--- src/rtl/sleep_ctl_pkg.sv ---
// Constants and types for the sleep mode and reset pin controller.
// Assumes one 20 MHz system clock and a synchronous active-high reset.
// ---------------------------------------------------------------
// Notes on behaviour
// - Idle stops CPU clock; SRAM, timers, serial port, interrupts keep running.
// - Power-down keeps registers, stops oscillator, all but interrupt logic off until wake.
// - Power-save keeps only the asynchronous timer, as time base, and interrupt logic running.
// - ADC noise reduction stops CPU and I/O except async timer and ADC.
// - Standby keeps crystal oscillator and interrupt logic running while everything else sleeps.
// - Any active reset puts all port pins in high impedance, clock or not.
// - Reset pin low beyond minimum pulse length resets; source must hold it.
// - Reset-disable fuse programmed makes shared reset pin an ordinary I/O.
// - RC clock plus async select routes crystal pins to the async timer.
// - Every port bit has its own pull-up, usable while an input.
// - First and third ports are 8 bits wide, second port 7 bits.
// ---------------------------------------------------------------
package sleep_ctl_pkg;

  localparam int unsigned CLK_HZ = 20000000;
  localparam int unsigned RST_MIN_PULSE_NS = 2500;
  localparam int unsigned RST_MIN_CYC =
    (RST_MIN_PULSE_NS * (CLK_HZ / 1000000) + 999) / 1000;
  localparam int unsigned PORT_B_W = 8;
  localparam int unsigned PORT_C_W = 7;
  localparam int unsigned PORT_D_W = 8;
  localparam int unsigned SHARED_RST_BIT = 6;
  localparam int unsigned XTAL_IN_BIT = 6;
  localparam int unsigned XTAL_OUT_BIT = 7;
  localparam int unsigned MODE_W = 3;

  // Clock gate vector bit positions
  localparam int unsigned GT_CPU = 0;
  localparam int unsigned GT_SRAM = 1;
  localparam int unsigned GT_TIMER = 2;
  localparam int unsigned GT_SPI = 3;
  localparam int unsigned GT_IRQ = 4;
  localparam int unsigned GT_ADC = 5;
  localparam int unsigned GT_ASYNC = 6;
  localparam int unsigned GT_OSC = 7;
  localparam int unsigned GT_W = 8;
  localparam logic [7:0] GATES_ALL = 8'hff;

  typedef enum logic [2:0] {
    SM_IDLE = 3'h0,
    SM_ADC_NR = 3'h1,
    SM_PWR_DOWN = 3'h2,
    SM_PWR_SAVE = 3'h3,
    SM_STANDBY = 3'h6
  } sleep_mode_t;

  typedef enum logic [1:0] {
    ST_RESET = 2'h0,
    ST_RUN = 2'h1,
    ST_SLEEP = 2'h3
  } pm_state_t;

endpackage

--- src/rtl/sleep_reset_ctl.sv ---
// Sleep mode clock gating, reset pin handling and port pin control.
// Assumes the CPU raises sleep requests and wake events on the system clock.
`timescale 1ns/100ps
module sleep_reset_ctl
  import sleep_ctl_pkg::*;
#(
  parameter int unsigned MIN_RST_CYC = RST_MIN_CYC
) (
  // Clock and reset
  input wire logic CLK,
  input wire logic SYS_RST,
  // Configuration
  input wire logic RESET_PIN_DISABLE_FUSE,
  input wire logic ASYNC_TIMER_CLOCK_SELECT,
  input wire logic RC_OSC_IS_SYSCLK,
  // Sleep control
  input wire logic SLEEP_REQ,
  input wire logic [2:0] SLEEP_MODE,
  input wire logic WAKE_IRQ,
  // Port data from the core
  input wire logic [7:0] PORT_B_OUT,
  input wire logic [7:0] PORT_B_DIR,
  input wire logic [7:0] PORT_B_PULLUP,
  input wire logic [6:0] PORT_C_OUT,
  input wire logic [6:0] PORT_C_DIR,
  input wire logic [6:0] PORT_C_PULLUP,
  input wire logic [7:0] PORT_D_OUT,
  input wire logic [7:0] PORT_D_DIR,
  input wire logic [7:0] PORT_D_PULLUP,
  // Port pins
  input wire logic [7:0] PB_I,
  output logic [7:0] PB_O,
  output logic [7:0] PB_OE_N,
  output logic [7:0] PB_PU,
  input wire logic [6:0] PC_I,
  output logic [6:0] PC_O,
  output logic [6:0] PC_OE_N,
  output logic [6:0] PC_PU,
  input wire logic [7:0] PD_I,
  output logic [7:0] PD_O,
  output logic [7:0] PD_OE_N,
  output logic [7:0] PD_PU,
  // Pin values seen by the core
  output logic [7:0] PORT_B_IN,
  output logic [6:0] PORT_C_IN,
  output logic [7:0] PORT_D_IN,
  // Async timer oscillator inputs
  output logic TIMER_OSC_INPUT_ONE,
  output logic TIMER_OSC_INPUT_TWO,
  output logic TIMER_OSC_ROUTED,
  // Clock enables and status
  output logic [7:0] CLK_GATES,
  output logic CHIP_RESET,
  output logic SLEEPING
);

  // ---------------------------------------------------------------
  // Elaboration checks
  // ---------------------------------------------------------------
  if (PORT_B_W != 8 || PORT_C_W != 7 || PORT_D_W != 8) begin : g_bad_width
    $error("Port widths do not match the pin ports");
  end

  if (MIN_RST_CYC < 1) begin : g_bad_min
    $error("MIN_RST_CYC must be at least one");
  end

  if (SHARED_RST_BIT >= PORT_C_W) begin : g_bad_rst_bit
    $error("Shared reset pin lies outside port C");
  end

  if (XTAL_IN_BIT >= PORT_B_W || XTAL_OUT_BIT >= PORT_B_W) begin : g_bad_xtal
    $error("Crystal pins lie outside port B");
  end

  if (GT_W != 8) begin : g_bad_gates
    $error("Clock gate vector must be eight bits wide");
  end

  // ---------------------------------------------------------------
  // Reset pin
  // ---------------------------------------------------------------
  logic pin_rst;
  logic reset_pin_active;

  assign reset_pin_active = ~RESET_PIN_DISABLE_FUSE;

  reset_pin_filter #(
    .MIN_CYC(MIN_RST_CYC)
  ) u_rst_filter (
    .clk(CLK),
    .srst(SYS_RST),
    .enable(reset_pin_active),
    .pin_level(PC_I[SHARED_RST_BIT]),
    .pin_rst(pin_rst)
  );

  logic any_rst;
  assign any_rst = SYS_RST | pin_rst;
  assign CHIP_RESET = any_rst;

  // ---------------------------------------------------------------
  // Power state machine
  // ---------------------------------------------------------------
  pm_state_t state_q, state_d;
  sleep_mode_t mode_q, mode_d;

  always_comb begin
    state_d = state_q;
    mode_d = mode_q;
    case (state_q)
      ST_RESET: begin
        state_d = ST_RUN;
      end
      ST_RUN: begin
        if (SLEEP_REQ) begin
          case (SLEEP_MODE)
            SM_IDLE, SM_ADC_NR, SM_PWR_DOWN, SM_PWR_SAVE, SM_STANDBY: begin
              mode_d = sleep_mode_t'(SLEEP_MODE);
              state_d = ST_SLEEP;
            end
            default: begin
              state_d = ST_RUN;
            end
          endcase
        end
      end
      ST_SLEEP: begin
        if (WAKE_IRQ) begin
          state_d = ST_RUN;
        end
      end
      default: begin
        state_d = ST_RESET;
      end
    endcase
  end

  always_ff @(posedge CLK) begin
    if (any_rst) begin
      state_q <= ST_RESET;
      mode_q <= SM_IDLE;
    end else begin
      state_q <= state_d;
      mode_q <= mode_d;
    end
  end

  assign SLEEPING = (state_q == ST_SLEEP);

  // ---------------------------------------------------------------
  // Clock gates per mode
  // ---------------------------------------------------------------
  logic [7:0] gates;

  always_comb begin
    gates = GATES_ALL;
    if (state_q == ST_SLEEP) begin
      gates = '0;
      case (mode_q)
        SM_IDLE: begin
          gates[GT_SRAM] = 1'b1;
          gates[GT_TIMER] = 1'b1;
          gates[GT_SPI] = 1'b1;
          gates[GT_IRQ] = 1'b1;
          gates[GT_ADC] = 1'b1;
          gates[GT_ASYNC] = 1'b1;
          gates[GT_OSC] = 1'b1;
        end
        SM_ADC_NR: begin
          gates[GT_ADC] = 1'b1;
          gates[GT_ASYNC] = 1'b1;
          gates[GT_IRQ] = 1'b1;
          gates[GT_OSC] = 1'b1;
        end
        SM_PWR_DOWN: begin
          gates[GT_IRQ] = 1'b1;
        end
        SM_PWR_SAVE: begin
          gates[GT_ASYNC] = 1'b1;
          gates[GT_IRQ] = 1'b1;
        end
        SM_STANDBY: begin
          gates[GT_OSC] = 1'b1;
          gates[GT_IRQ] = 1'b1;
        end
        default: begin
          gates = GATES_ALL;
        end
      endcase
    end
  end

  // Wake logic stays alive so a sleeping part can still be woken
  assign CLK_GATES = gates;

  // ---------------------------------------------------------------
  // Async timer oscillator routing
  // ---------------------------------------------------------------
  logic tosc_route;
  assign tosc_route = RC_OSC_IS_SYSCLK & ASYNC_TIMER_CLOCK_SELECT;
  assign TIMER_OSC_ROUTED = tosc_route;
  assign TIMER_OSC_INPUT_ONE = tosc_route & PB_I[XTAL_IN_BIT];
  assign TIMER_OSC_INPUT_TWO = tosc_route & PB_I[XTAL_OUT_BIT];

  // ---------------------------------------------------------------
  // Port pins
  // ---------------------------------------------------------------
  // Directions after the alternate functions have claimed their pins
  logic [PORT_B_W-1:0] b_dir;
  logic [PORT_C_W-1:0] c_dir;
  logic [PORT_D_W-1:0] d_dir;

  // Crystal pins become inputs while they feed the timer oscillator
  always_comb begin
    b_dir = PORT_B_DIR;
    if (tosc_route) begin
      b_dir[XTAL_IN_BIT] = 1'b0;
      b_dir[XTAL_OUT_BIT] = 1'b0;
    end
  end

  // The shared pin is an input while it serves as the reset input
  always_comb begin
    c_dir = PORT_C_DIR;
    if (reset_pin_active) begin
      c_dir[SHARED_RST_BIT] = 1'b0;
    end
  end

  assign d_dir = PORT_D_DIR;

  // ---------------------------------------------------------------
  // Port B
  // ---------------------------------------------------------------
  genvar bi;
  generate
    for (bi = 0; bi < PORT_B_W; bi++) begin : g_pin_b
      assign PB_O[bi] = PORT_B_OUT[bi];
      assign PB_OE_N[bi] = any_rst | ~b_dir[bi];
      assign PB_PU[bi] = ~any_rst & ~b_dir[bi] & PORT_B_PULLUP[bi];
      assign PORT_B_IN[bi] = PB_I[bi];
    end
  endgenerate

  // ---------------------------------------------------------------
  // Port C
  // ---------------------------------------------------------------
  // The shared pin reads as zero to the core while it is the reset input
  genvar ci;
  generate
    for (ci = 0; ci < PORT_C_W; ci++) begin : g_pin_c
      assign PC_O[ci] = PORT_C_OUT[ci];
      assign PC_OE_N[ci] = any_rst | ~c_dir[ci];
      assign PC_PU[ci] = ~any_rst & ~c_dir[ci] & PORT_C_PULLUP[ci];
      if (ci == SHARED_RST_BIT) begin : g_shared
        assign PORT_C_IN[ci] = PC_I[ci] & ~reset_pin_active;
      end else begin : g_plain
        assign PORT_C_IN[ci] = PC_I[ci];
      end
    end
  endgenerate

  // ---------------------------------------------------------------
  // Port D
  // ---------------------------------------------------------------
  genvar di;
  generate
    for (di = 0; di < PORT_D_W; di++) begin : g_pin_d
      assign PD_O[di] = PORT_D_OUT[di];
      assign PD_OE_N[di] = any_rst | ~d_dir[di];
      assign PD_PU[di] = ~any_rst & ~d_dir[di] & PORT_D_PULLUP[di];
      assign PORT_D_IN[di] = PD_I[di];
    end
  endgenerate

endmodule

--- src/rtl/reset_pin_filter.sv ---
// Qualifies the shared reset pin: low for longer than the minimum pulse length gives reset.
// Assumes the pin level is already synchronous to the clock.
`timescale 1ns/100ps
module reset_pin_filter
  import sleep_ctl_pkg::*;
#(
  parameter int unsigned MIN_CYC = RST_MIN_CYC
) (
  // Clock and reset
  input wire logic clk,
  input wire logic srst,
  // Pin
  input wire logic enable,
  input wire logic pin_level,
  // Result
  output logic pin_rst
);

  localparam int unsigned CW = $clog2(MIN_CYC + 1);

  // Refuse a filter length that would qualify even a one-cycle low pulse
  if (MIN_CYC < 1) begin : g_bad_min
    $error("MIN_CYC must be at least one");
  end

  logic [CW-1:0] cnt_q, cnt_d;
  logic rst_q, rst_d;

  // Count consecutive low cycles; release as soon as the pin goes high
  always_comb begin
    cnt_d = '0;
    rst_d = 1'b0;
    if (enable && !pin_level) begin
      cnt_d = cnt_q;
      rst_d = rst_q;
      if (cnt_q < CW'(MIN_CYC)) begin
        cnt_d = cnt_q + CW'(1);
      end else begin
        rst_d = 1'b1;
      end
    end
  end

  always_ff @(posedge clk) begin
    if (srst) begin
      cnt_q <= '0;
      rst_q <= 1'b0;
    end else begin
      cnt_q <= cnt_d;
      rst_q <= rst_d;
    end
  end

  // Asserts combinationally while qualified so it holds without further edges
  assign pin_rst = rst_q & enable & ~pin_level;

endmodule

--- config.mk ---
export PLATFORM = sky130hd
export DESIGN_NAME = sleep_reset_ctl
export DESIGN_NICKNAME = d
export VERILOG_FILES = /design/src/rtl/sleep_ctl_pkg.sv /design/src/rtl/sleep_reset_ctl.sv /design/src/rtl/reset_pin_filter.sv
export SDC_FILE = /design/constraint.sdc
export NUM_CORES = 1
export LEC_CHECK = 0
export BUFFER_PORTS_ARGS = -buffer_cell sky130_fd_sc_hd__buf_4
export CAP_MARGIN = 0
export CELL_PAD_IN_SITES_DETAIL_PLACEMENT = 0
export CELL_PAD_IN_SITES_GLOBAL_PLACEMENT = 1
export CORE_MARGIN = 2
export CORE_UTILIZATION = 17
export DETAILED_ROUTE_END_ITERATION = 16
export PLACE_DENSITY = 0.91
export SYNTH_ARGS = -nofsm -noshare
export SYNTH_HDL_FRONTEND = slang
export SYNTH_SLANG_ARGS = --single-unit
--- constraint.sdc ---
create_clock -name CLK -period 1.3 [get_ports CLK]
set_input_delay 0.26 -clock CLK [delete_from_list [all_inputs] [get_ports CLK]]
set_output_delay 0.26 -clock CLK [all_outputs]
set_load 0.01 [all_outputs]
==> impl_metrics.json, run 1 <==
{
  "criticalPathCategory": "reg -> out",
  "ys_types": 39,
  "ctsLongestPathBuffers": 2,
  "fp.dieH_um": 92.7,
  "yosysTopAreaCell": "buf_4",
  "r2r_slack_ns": 0.04,
  "antenna_found_initial": 0,
  "grt_start_max_net_pins": 19,
  "met1_length_um": 2190,
  "finalHoldViolCount": 0,
  "maxUsedRoutingLayer": "met4",
  "instances_no_fill": 366,
  "syn_area_mm2": 0.00134,
  "violations": "setup timing",
  "h-tree-depth": 1,
  "setup-violations-final": 52,
  "final_common_cell": "buf_4",
  "clk_latency_ns": 0.24,
  "syn_area_per_cell_um2": 7.59,
  "gp_congestion": 0.703,
  "drt_first_pass_iters": 4,
  "dpl.cell_count": 350,
  "nNetsFinal": 368,
  "cts_tree": "done",
  "grt_pass1_wl_um": 7750,
  "grt_pass1_vias": 1485,
  "dp_hpwl_um": 3910,
  "n_antenna_cell": 0,
  "cellLeakagePower_uw": 0.00121,
  "worstPathArrival_ns": 1.31,
  "slowest_stage": "dfxtp_2",
  "grt.overflow.total": 0,
  "route.met3.wl_um": 360,
  "timing.hold.ws_ns": 0.297,
  "hp-class": "in -> reg",
  "core_area_mm2": 0.00769,
  "clock-sinks": 12,
  "critPathMaxStageDelay_ns": 0.33,
  "pre_cts_slack_ns": -0.165,
  "async_flop_share_pct": 0,
  "crit_chain": "a21oi_4 -> inv_4 -> clkbuf_16 -> nor3b_4 -> buf_4",
  "power_density_mw_per_mm2": 548,
  "status": "complete, but fails checks",
  "rsz0062_at_grt": "yes",
  "max_freq_mhz": 637,
  "seq_area_frac_synth_pct": 18.0,
  "route.detailed.drc": 0,
  "io_pins": 207,
  "rows": 32,
  "utilization_pct": 33.9,
  "wl_met2_um": 2860,
  "ant_nets": 0,
  "drv_slew": 0,
  "critPathMaxFanout": 9,
  "synth_edf_count": 0,
  "area_delta_synth_final_pct": 94.8,
  "reg2reg_depth": 5,
  "ys.flop_type": "dfxtp_1",
  "wirelength_um": 5560,
  "drt_iter0_markers": 18,
  "port_buffers": 119,
  "endpoint_kind": "output pin",
  "final.setup_skew_ns": 0.00471,
  "cts-root-buf": "clkbuf_8",
  "fin_ws_ns": -0.270,
  "routed_via_density": 4.07,
  "layout-drive-gt1-share_pct": 74.2,
  "ys_seq_elements": 12,
  "fin_crit_sh_pct": 121,
  "critPathLaunchType": "flip-flop",
  "wl_per_cell_um": 15.2,
  "fin_crit_ns": 1.57,
  "max_cap_violations": 0,
  "cts_made_buffers": 3,
  "synth_nets": 279,
  "ir_worst_vdd_mv": 0.333,
  "synthTopCellsByArea": "buf_4 (27%), dfxtp_1 (18%), nor3b_1 (8.4%), nand2_1 (7.9%), nor3b_2 (6.6%)",
  "startpoint": "u_rst_filter.rst_q",
  "die_area_mm2": 0.00859,
  "r2r-start": "state_q[1]",
  "start_util_pct": 17.4,
  "crit_end": "PB_PU[5]",
  "mostFrequentLayoutCells": "buf_4 (94), buf_6 (38), nand2_1 (16)",
  "yosysWarnings": 0,
  "synth_top_cell_area_share_pct": 27.0,
  "vias": 1488,
  "die_x_um": 92.7,
  "r2r_end": "mode_q[0]",
  "total_power_uw": 1420,
  "syn_inst": 176,
  "track_usage_pct": 11.7,
  "clk_pin_slew_ns": 0.05,
  "required_ns": 1.04
}
registers in the layout, indices dropped and copies added, names as in the netlist:
register and count:
mode_q 3, state_q 2, u_rst_filter.cnt_q 6, u_rst_filter.rst_q 1
layer usage:
metal	vias to the layer above	GRT usage [%]
met1	680	14.2
met4	0	4.66
met2	71	20.0
met3	20	2.85
li1	717	-
met5	-	0
cell families (layout without fill, tap and decap cells):
logic type	count (synthesis)	count (layout)	synth area share (%)
other cells	1	1	0.281
xor+xnor	1	1	0.656
buf+inv	60	148	32.2
simple gates	81	81	36.2
flops	12	12	18.0
fa+ha+maj	1	1	0.936
compound gates	20	20	11.7
layout make-up:
| cell class | count | area, um2 |
|---|---|---|
| sequential | 12 | 249 |
| multi-input combinational | 104 | 872 |
| timing repair buffer | 138 | 1270 |
| fill | 802 | 5080 |
| inverter | 6 | 25.0 |
| clock buffer | 4 | 55.1 |
| tap | 102 | 128 |
critical path, delay by kind of cell (launching register included):
family | cells | cell delay, ns
AOI/OAI and AO/OA | 1 | 0.16
buffers and inverters | 3 | 0.39
DFF | 1 | 0.33
and+or+nand+nor | 1 | 0.18
power by group:
part / switching [uW] / internal, uW
combinational: 259 / 379
clock: 135 / 267
sequential: 8.05 / 377
total: 402 / 1020
how the worst min path moves through the flow:
stage / start / endpoint / slack, ns / depth (start not counted)
floorplan: SLEEP_MODE[0] / mode_q[0] / 0.43 / 2
global placement: state_q[1] / state_q[0] / 0.45 / 1
detailed placement: state_q[1] / state_q[0] / 0.46 / 1
CTS: SLEEP_MODE[0] / mode_q[0] / 0.30 / 3
global route: SLEEP_MODE[0] / mode_q[0] / 0.32 / 3
finish: SLEEP_MODE[0] / mode_q[0] / 0.30 / 3
per-stage QoR:
step | area, um2 | setup TNS [ns]
after floorplan | 1340 | -0.498
after global placement | 2030 | -3.10
after detailed placement | 2030 | -3.71
after CTS | 2450 | -11.30
after global routing | 2600 | -14.13
final | 2600 | -10.44
cell usage after synthesis, types with 2 or more instances:
cell	instances
inv_1	5
and3_1	6
nand2_1	28
o21ai_0	2
and2_1	2
nor2b_1	2
buf_2	2
a31oi_1	2
nor2_1	6
buf_4	48
a21oi_1	5
or2_2	3
dfxtp_1	12
nor3b_2	7
nor3b_1	15
nor3_1	2
buf_6	3
nand3_1	5
what timing repair did:
| action | 4_1_cts | 5_1_grt |
|---|---|---|
| hold buffers | 0 | 0 |
| buffers inserted | 6 | 3 |
| gates resized for setup | 70 | 25 |
| endpoints found under the setup margin | 53 | 54 |
| gates cloned | 2 | 1 |
| pin swaps | 18 | 16 |
No activity file was read; power rests on OpenSTA's default activity.
==> inputs of run 2 (changes only) <==
--- a/config.mk
+++ b/config.mk
@@ -5,14 +5,15 @@
 export SDC_FILE = /design/constraint.sdc
 export NUM_CORES = 1
 export LEC_CHECK = 0
+export ABC_AREA = 1
 export BUFFER_PORTS_ARGS = -buffer_cell sky130_fd_sc_hd__buf_4
 export CAP_MARGIN = 0
 export CELL_PAD_IN_SITES_DETAIL_PLACEMENT = 0
 export CELL_PAD_IN_SITES_GLOBAL_PLACEMENT = 1
 export CORE_MARGIN = 2
-export CORE_UTILIZATION = 17
+export CORE_UTILIZATION = 15
 export DETAILED_ROUTE_END_ITERATION = 16
-export PLACE_DENSITY = 0.91
+export PLACE_DENSITY = 0.89
 export SYNTH_ARGS = -nofsm -noshare
 export SYNTH_HDL_FRONTEND = slang
 export SYNTH_SLANG_ARGS = --single-unit
==> run 2 against run 1 <==
Effect of this change:
- the run still ends with setup timing left
- global-route usage fell by 2.7 points
- first-iteration DRC count rose by 5.6%
- clock skew decreased by 0.0017 ns
- flip-flop and latch count unchanged
- largest cell class unchanged
==> impl_metrics.json, run 2 <==
{
  "status": "complete, but fails checks",
  "violations": "setup timing",
  "ys_types": 18,
  "cp_top_family": "flip-flops",
  "ctsLongestPathBuffers": 2,
  "dp_hpwl_um": 3450,
  "synth_xor_area_share_pct": 0.675,
  "final_common_cell": "buf_4",
  "port_buffers": 119,
  "fp.dieH_um": 97.0,
  "n_fill_cell": 910,
  "crit_chain": "a21oi_4 -> buf_12 -> nand2_1 -> nor2_1 -> buf_4",
  "reg.largest.list": "u_rst_filter.cnt_q (6), mode_q (3), state_q (2)",
  "max_cap_violations": 0,
  "pwr-share-clk_pct": 28.2,
  "worstPathArrival_ns": 1.27,
  "cts_tree": "done",
  "clk_pin_slew_ns": 0.05,
  "critPathMaxFanout": 23,
  "endpoint_kind": "output pin",
  "cts_made_buffers": 3,
  "gp_congestion": 0.739,
  "track_usage_pct": 9.02,
  "pre_cts_slack_ns": -0.0929,
  "n_antenna_cell": 0,
  "synth_compound_area_share_pct": 4.82,
  "synth_edf_count": 0,
  "hp-class": "in -> reg",
  "syn_area_per_cell_um2": 5.72,
  "p_int_uw": 993,
  "wl_per_cell_um": 11.5,
  "synth_top_cell_area_share_pct": 29.5,
  "io_pins": 207,
  "rows": 33,
  "fin_crit_ns": 1.53,
  "yosysTopAreaCell": "buf_4",
  "synth_common_cells": "nand2_1 (72), buf_4 (51), nor2_1 (48), inv_1 (19), dfxtp_1 (12)",
  "synth_top_family_by_area": "simple AND/OR/NAND/NOR gates",
  "slowest_stage": "dfxtp_2",
  "pwr-share-seq_pct": 27.8,
  "synthMuxAreaShare_pct": 0,
  "grt.overflow.total": 0,
  "async_flop_share_pct": 0,
  "drv_slew": 0,
  "ys_seq_elements": 12,
  "route.detailed.drc": 0,
  "seq_area_frac_synth_pct": 18.5,
  "syn_inst": 227,
  "antenna_found_initial": 0,
  "synth.most_common_cell": "nand2_1",
  "ant_nets": 0,
  "clock-sinks": 12,
  "drt_first_pass_iters": 4,
  "critPathMaxStageDelay_ns": 0.33,
  "clk_latency_ns": 0.23,
  "ys.flop_type": "dfxtp_1",
  "rsz0062_at_grt": "yes",
  "crit_buf_inv": 2,
  "nNetsFinal": 413,
  "grt_start_max_net_pins": 24,
  "start_util_pct": 15.6,
  "synth_nets": 330,
  "power_density_mw_per_mm2": 565,
  "final.setup_skew_ns": 0.00306,
  "timing.hold.ws_ns": 0.266,
  "synth_adder_area_share_pct": 0.964,
  "p_switching_uw": 405,
  "cellLeakagePower_uw": 0.00134,
  "max_freq_mhz": 653,
  "largest_reg_flops": 6,
  "yosysWarnings": 0,
  "mostFrequentLayoutCells": "buf_4 (99), nand2_1 (49), nor2_1 (43)",
  "criticalPathCategory": "reg -> out",
  "routed_via_density": 3.81,
  "critPathLaunchType": "flip-flop",
  "die_area_mm2": 0.00941,
  "wirelength_um": 4760,
  "layout-drive-gt1-share_pct": 56.3,
  "seqCellArea_um2": 246,
  "finalHoldViolCount": 0,
  "required_ns": 1.04,
  "regMostFlops": "u_rst_filter.cnt_q",
  "multi_input_area_um2": 778,
  "cts-root-buf": "clkbuf_8",
  "fin_crit_sh_pct": 118,
  "ir_worst_vdd_mv": 0.223,
  "switching_share_pct": 29.0,
  "setup-violations-final": 47,
  "fin_ws_ns": -0.230,
  "drt_iter0_markers": 19,
  "p_comb_share_pct": 44.0,
  "vias": 1579,
  "yosys.area_share.simple_pct": 38.7,
  "grt_pass1_vias": 1578,
  "synthTopCellsByArea": "buf_4 (30%), nand2_1 (21%), dfxtp_1 (19%), nor2_1 (14%), inv_1 (5.5%)",
  "grt_pass1_wl_um": 7250,
  "die_x_um": 97.0,
  "area_delta_synth_final_pct": 90.8,
  "core_area_mm2": 0.00830,
  "syn_area_mm2": 0.00130,
  "h-tree-depth": 1
}
-- run 2: cell types whose count changed in the layout (fill, tap and decap cells not counted), sizes merged, moves of 2 or more --
cell / change
buf: -8
nor2b: -2
inv: +14
and3: -6
nand3: +3
a31oi: -2
and2: -3
or2: -3
nor2: +42
nor3b: -22
nand2: +44
-- run 2: stage by stage --
step | instance area (um2) | TNS (ns) | instances | total power, uW | util [%]
floorplan | 1300 | 0 | 227 | 697 | -
global placement | 1970 | -0.550 | 402 | 848 | 23.8
detailed placement | 1970 | -1.23 | 402 | 852 | 23.8
CTS | 2190 | -9.51 | 412 | 1320 | 26.4
global route | 2480 | -12.61 | 414 | 1490 | 29.8
finish | 2480 | -9.22 | 414 | 1400 | 29.8
-- run 2: cell type report --
class / instances / share of cell area, %
Sequential cell: 12 / 9.95
Timing Repair Buffer: 131 / 47.9
Inverter: 20 / 3.23
Multi-Input combinational cell: 142 / 31.4
Tap cell: 105 / 5.31
Clock buffer: 4 / 2.22
-- run 2: cell families after synthesis --
logic type,after synthesis
AO/OA/AOI/OAI,9
XOR/XNOR,1
adder cells (fa/ha/maj),1
buffers and inverters,73
flip-flops,12
other,1
AND/OR/NAND/NOR,130
-- run 2: layer usage --
layer  track usage [%]  up-vias  wire (um)
met3              1.73       12        383
met1              10.4      690       1760
li1                  -      795          -
met2              16.2       82       2520
met4              3.68        0         95
met5                 0        -          0
-- run 2: worst min-delay path, cell delays in order --
cell and delay (ns):
buf_4 0.09, nor2_1 0.04, nor2_1 0.08
-- run 2: path summary, 6_finish.rpt --
path	depth (start not counted)	slack, ns	from	end
worst max-delay path	5	-0.23	u_rst_filter.rst_q	PD_PU[2]
worst min-delay path	3	0.27	SLEEP_MODE[0]	mode_q[0]
worst max register to register	6	0.18	u_rst_filter.rst_q	mode_q[2]
worst min register to register	2	0.48	u_rst_filter.cnt_q[5]	u_rst_filter.cnt_q[5]
-- run 2: power groups by stage --
| stage | logic, uW | registers [uW] | clock network, uW |
|---|---|---|---|
| 6_report | 615 | 389 | 394 |
| 5_1_grt | 668 | 391 | 426 |
| 4_1_cts | 522 | 387 | 409 |
| 3_5_place_dp | 457 | 395 | 0 |
| 3_3_place_gp | 454 | 394 | 0 |
| 2_1_floorplan | 304 | 393 | 0 |
-- run 2: timing repair --
action | 4_1_cts | 5_1_grt
pin swaps | 1 | 2
endpoints found under the setup margin | 53 | 54
gates resized for setup | 23 | 67
hold buffers | 0 | 0
gates cloned | 2 | 2
setup buffers | 4 | 0
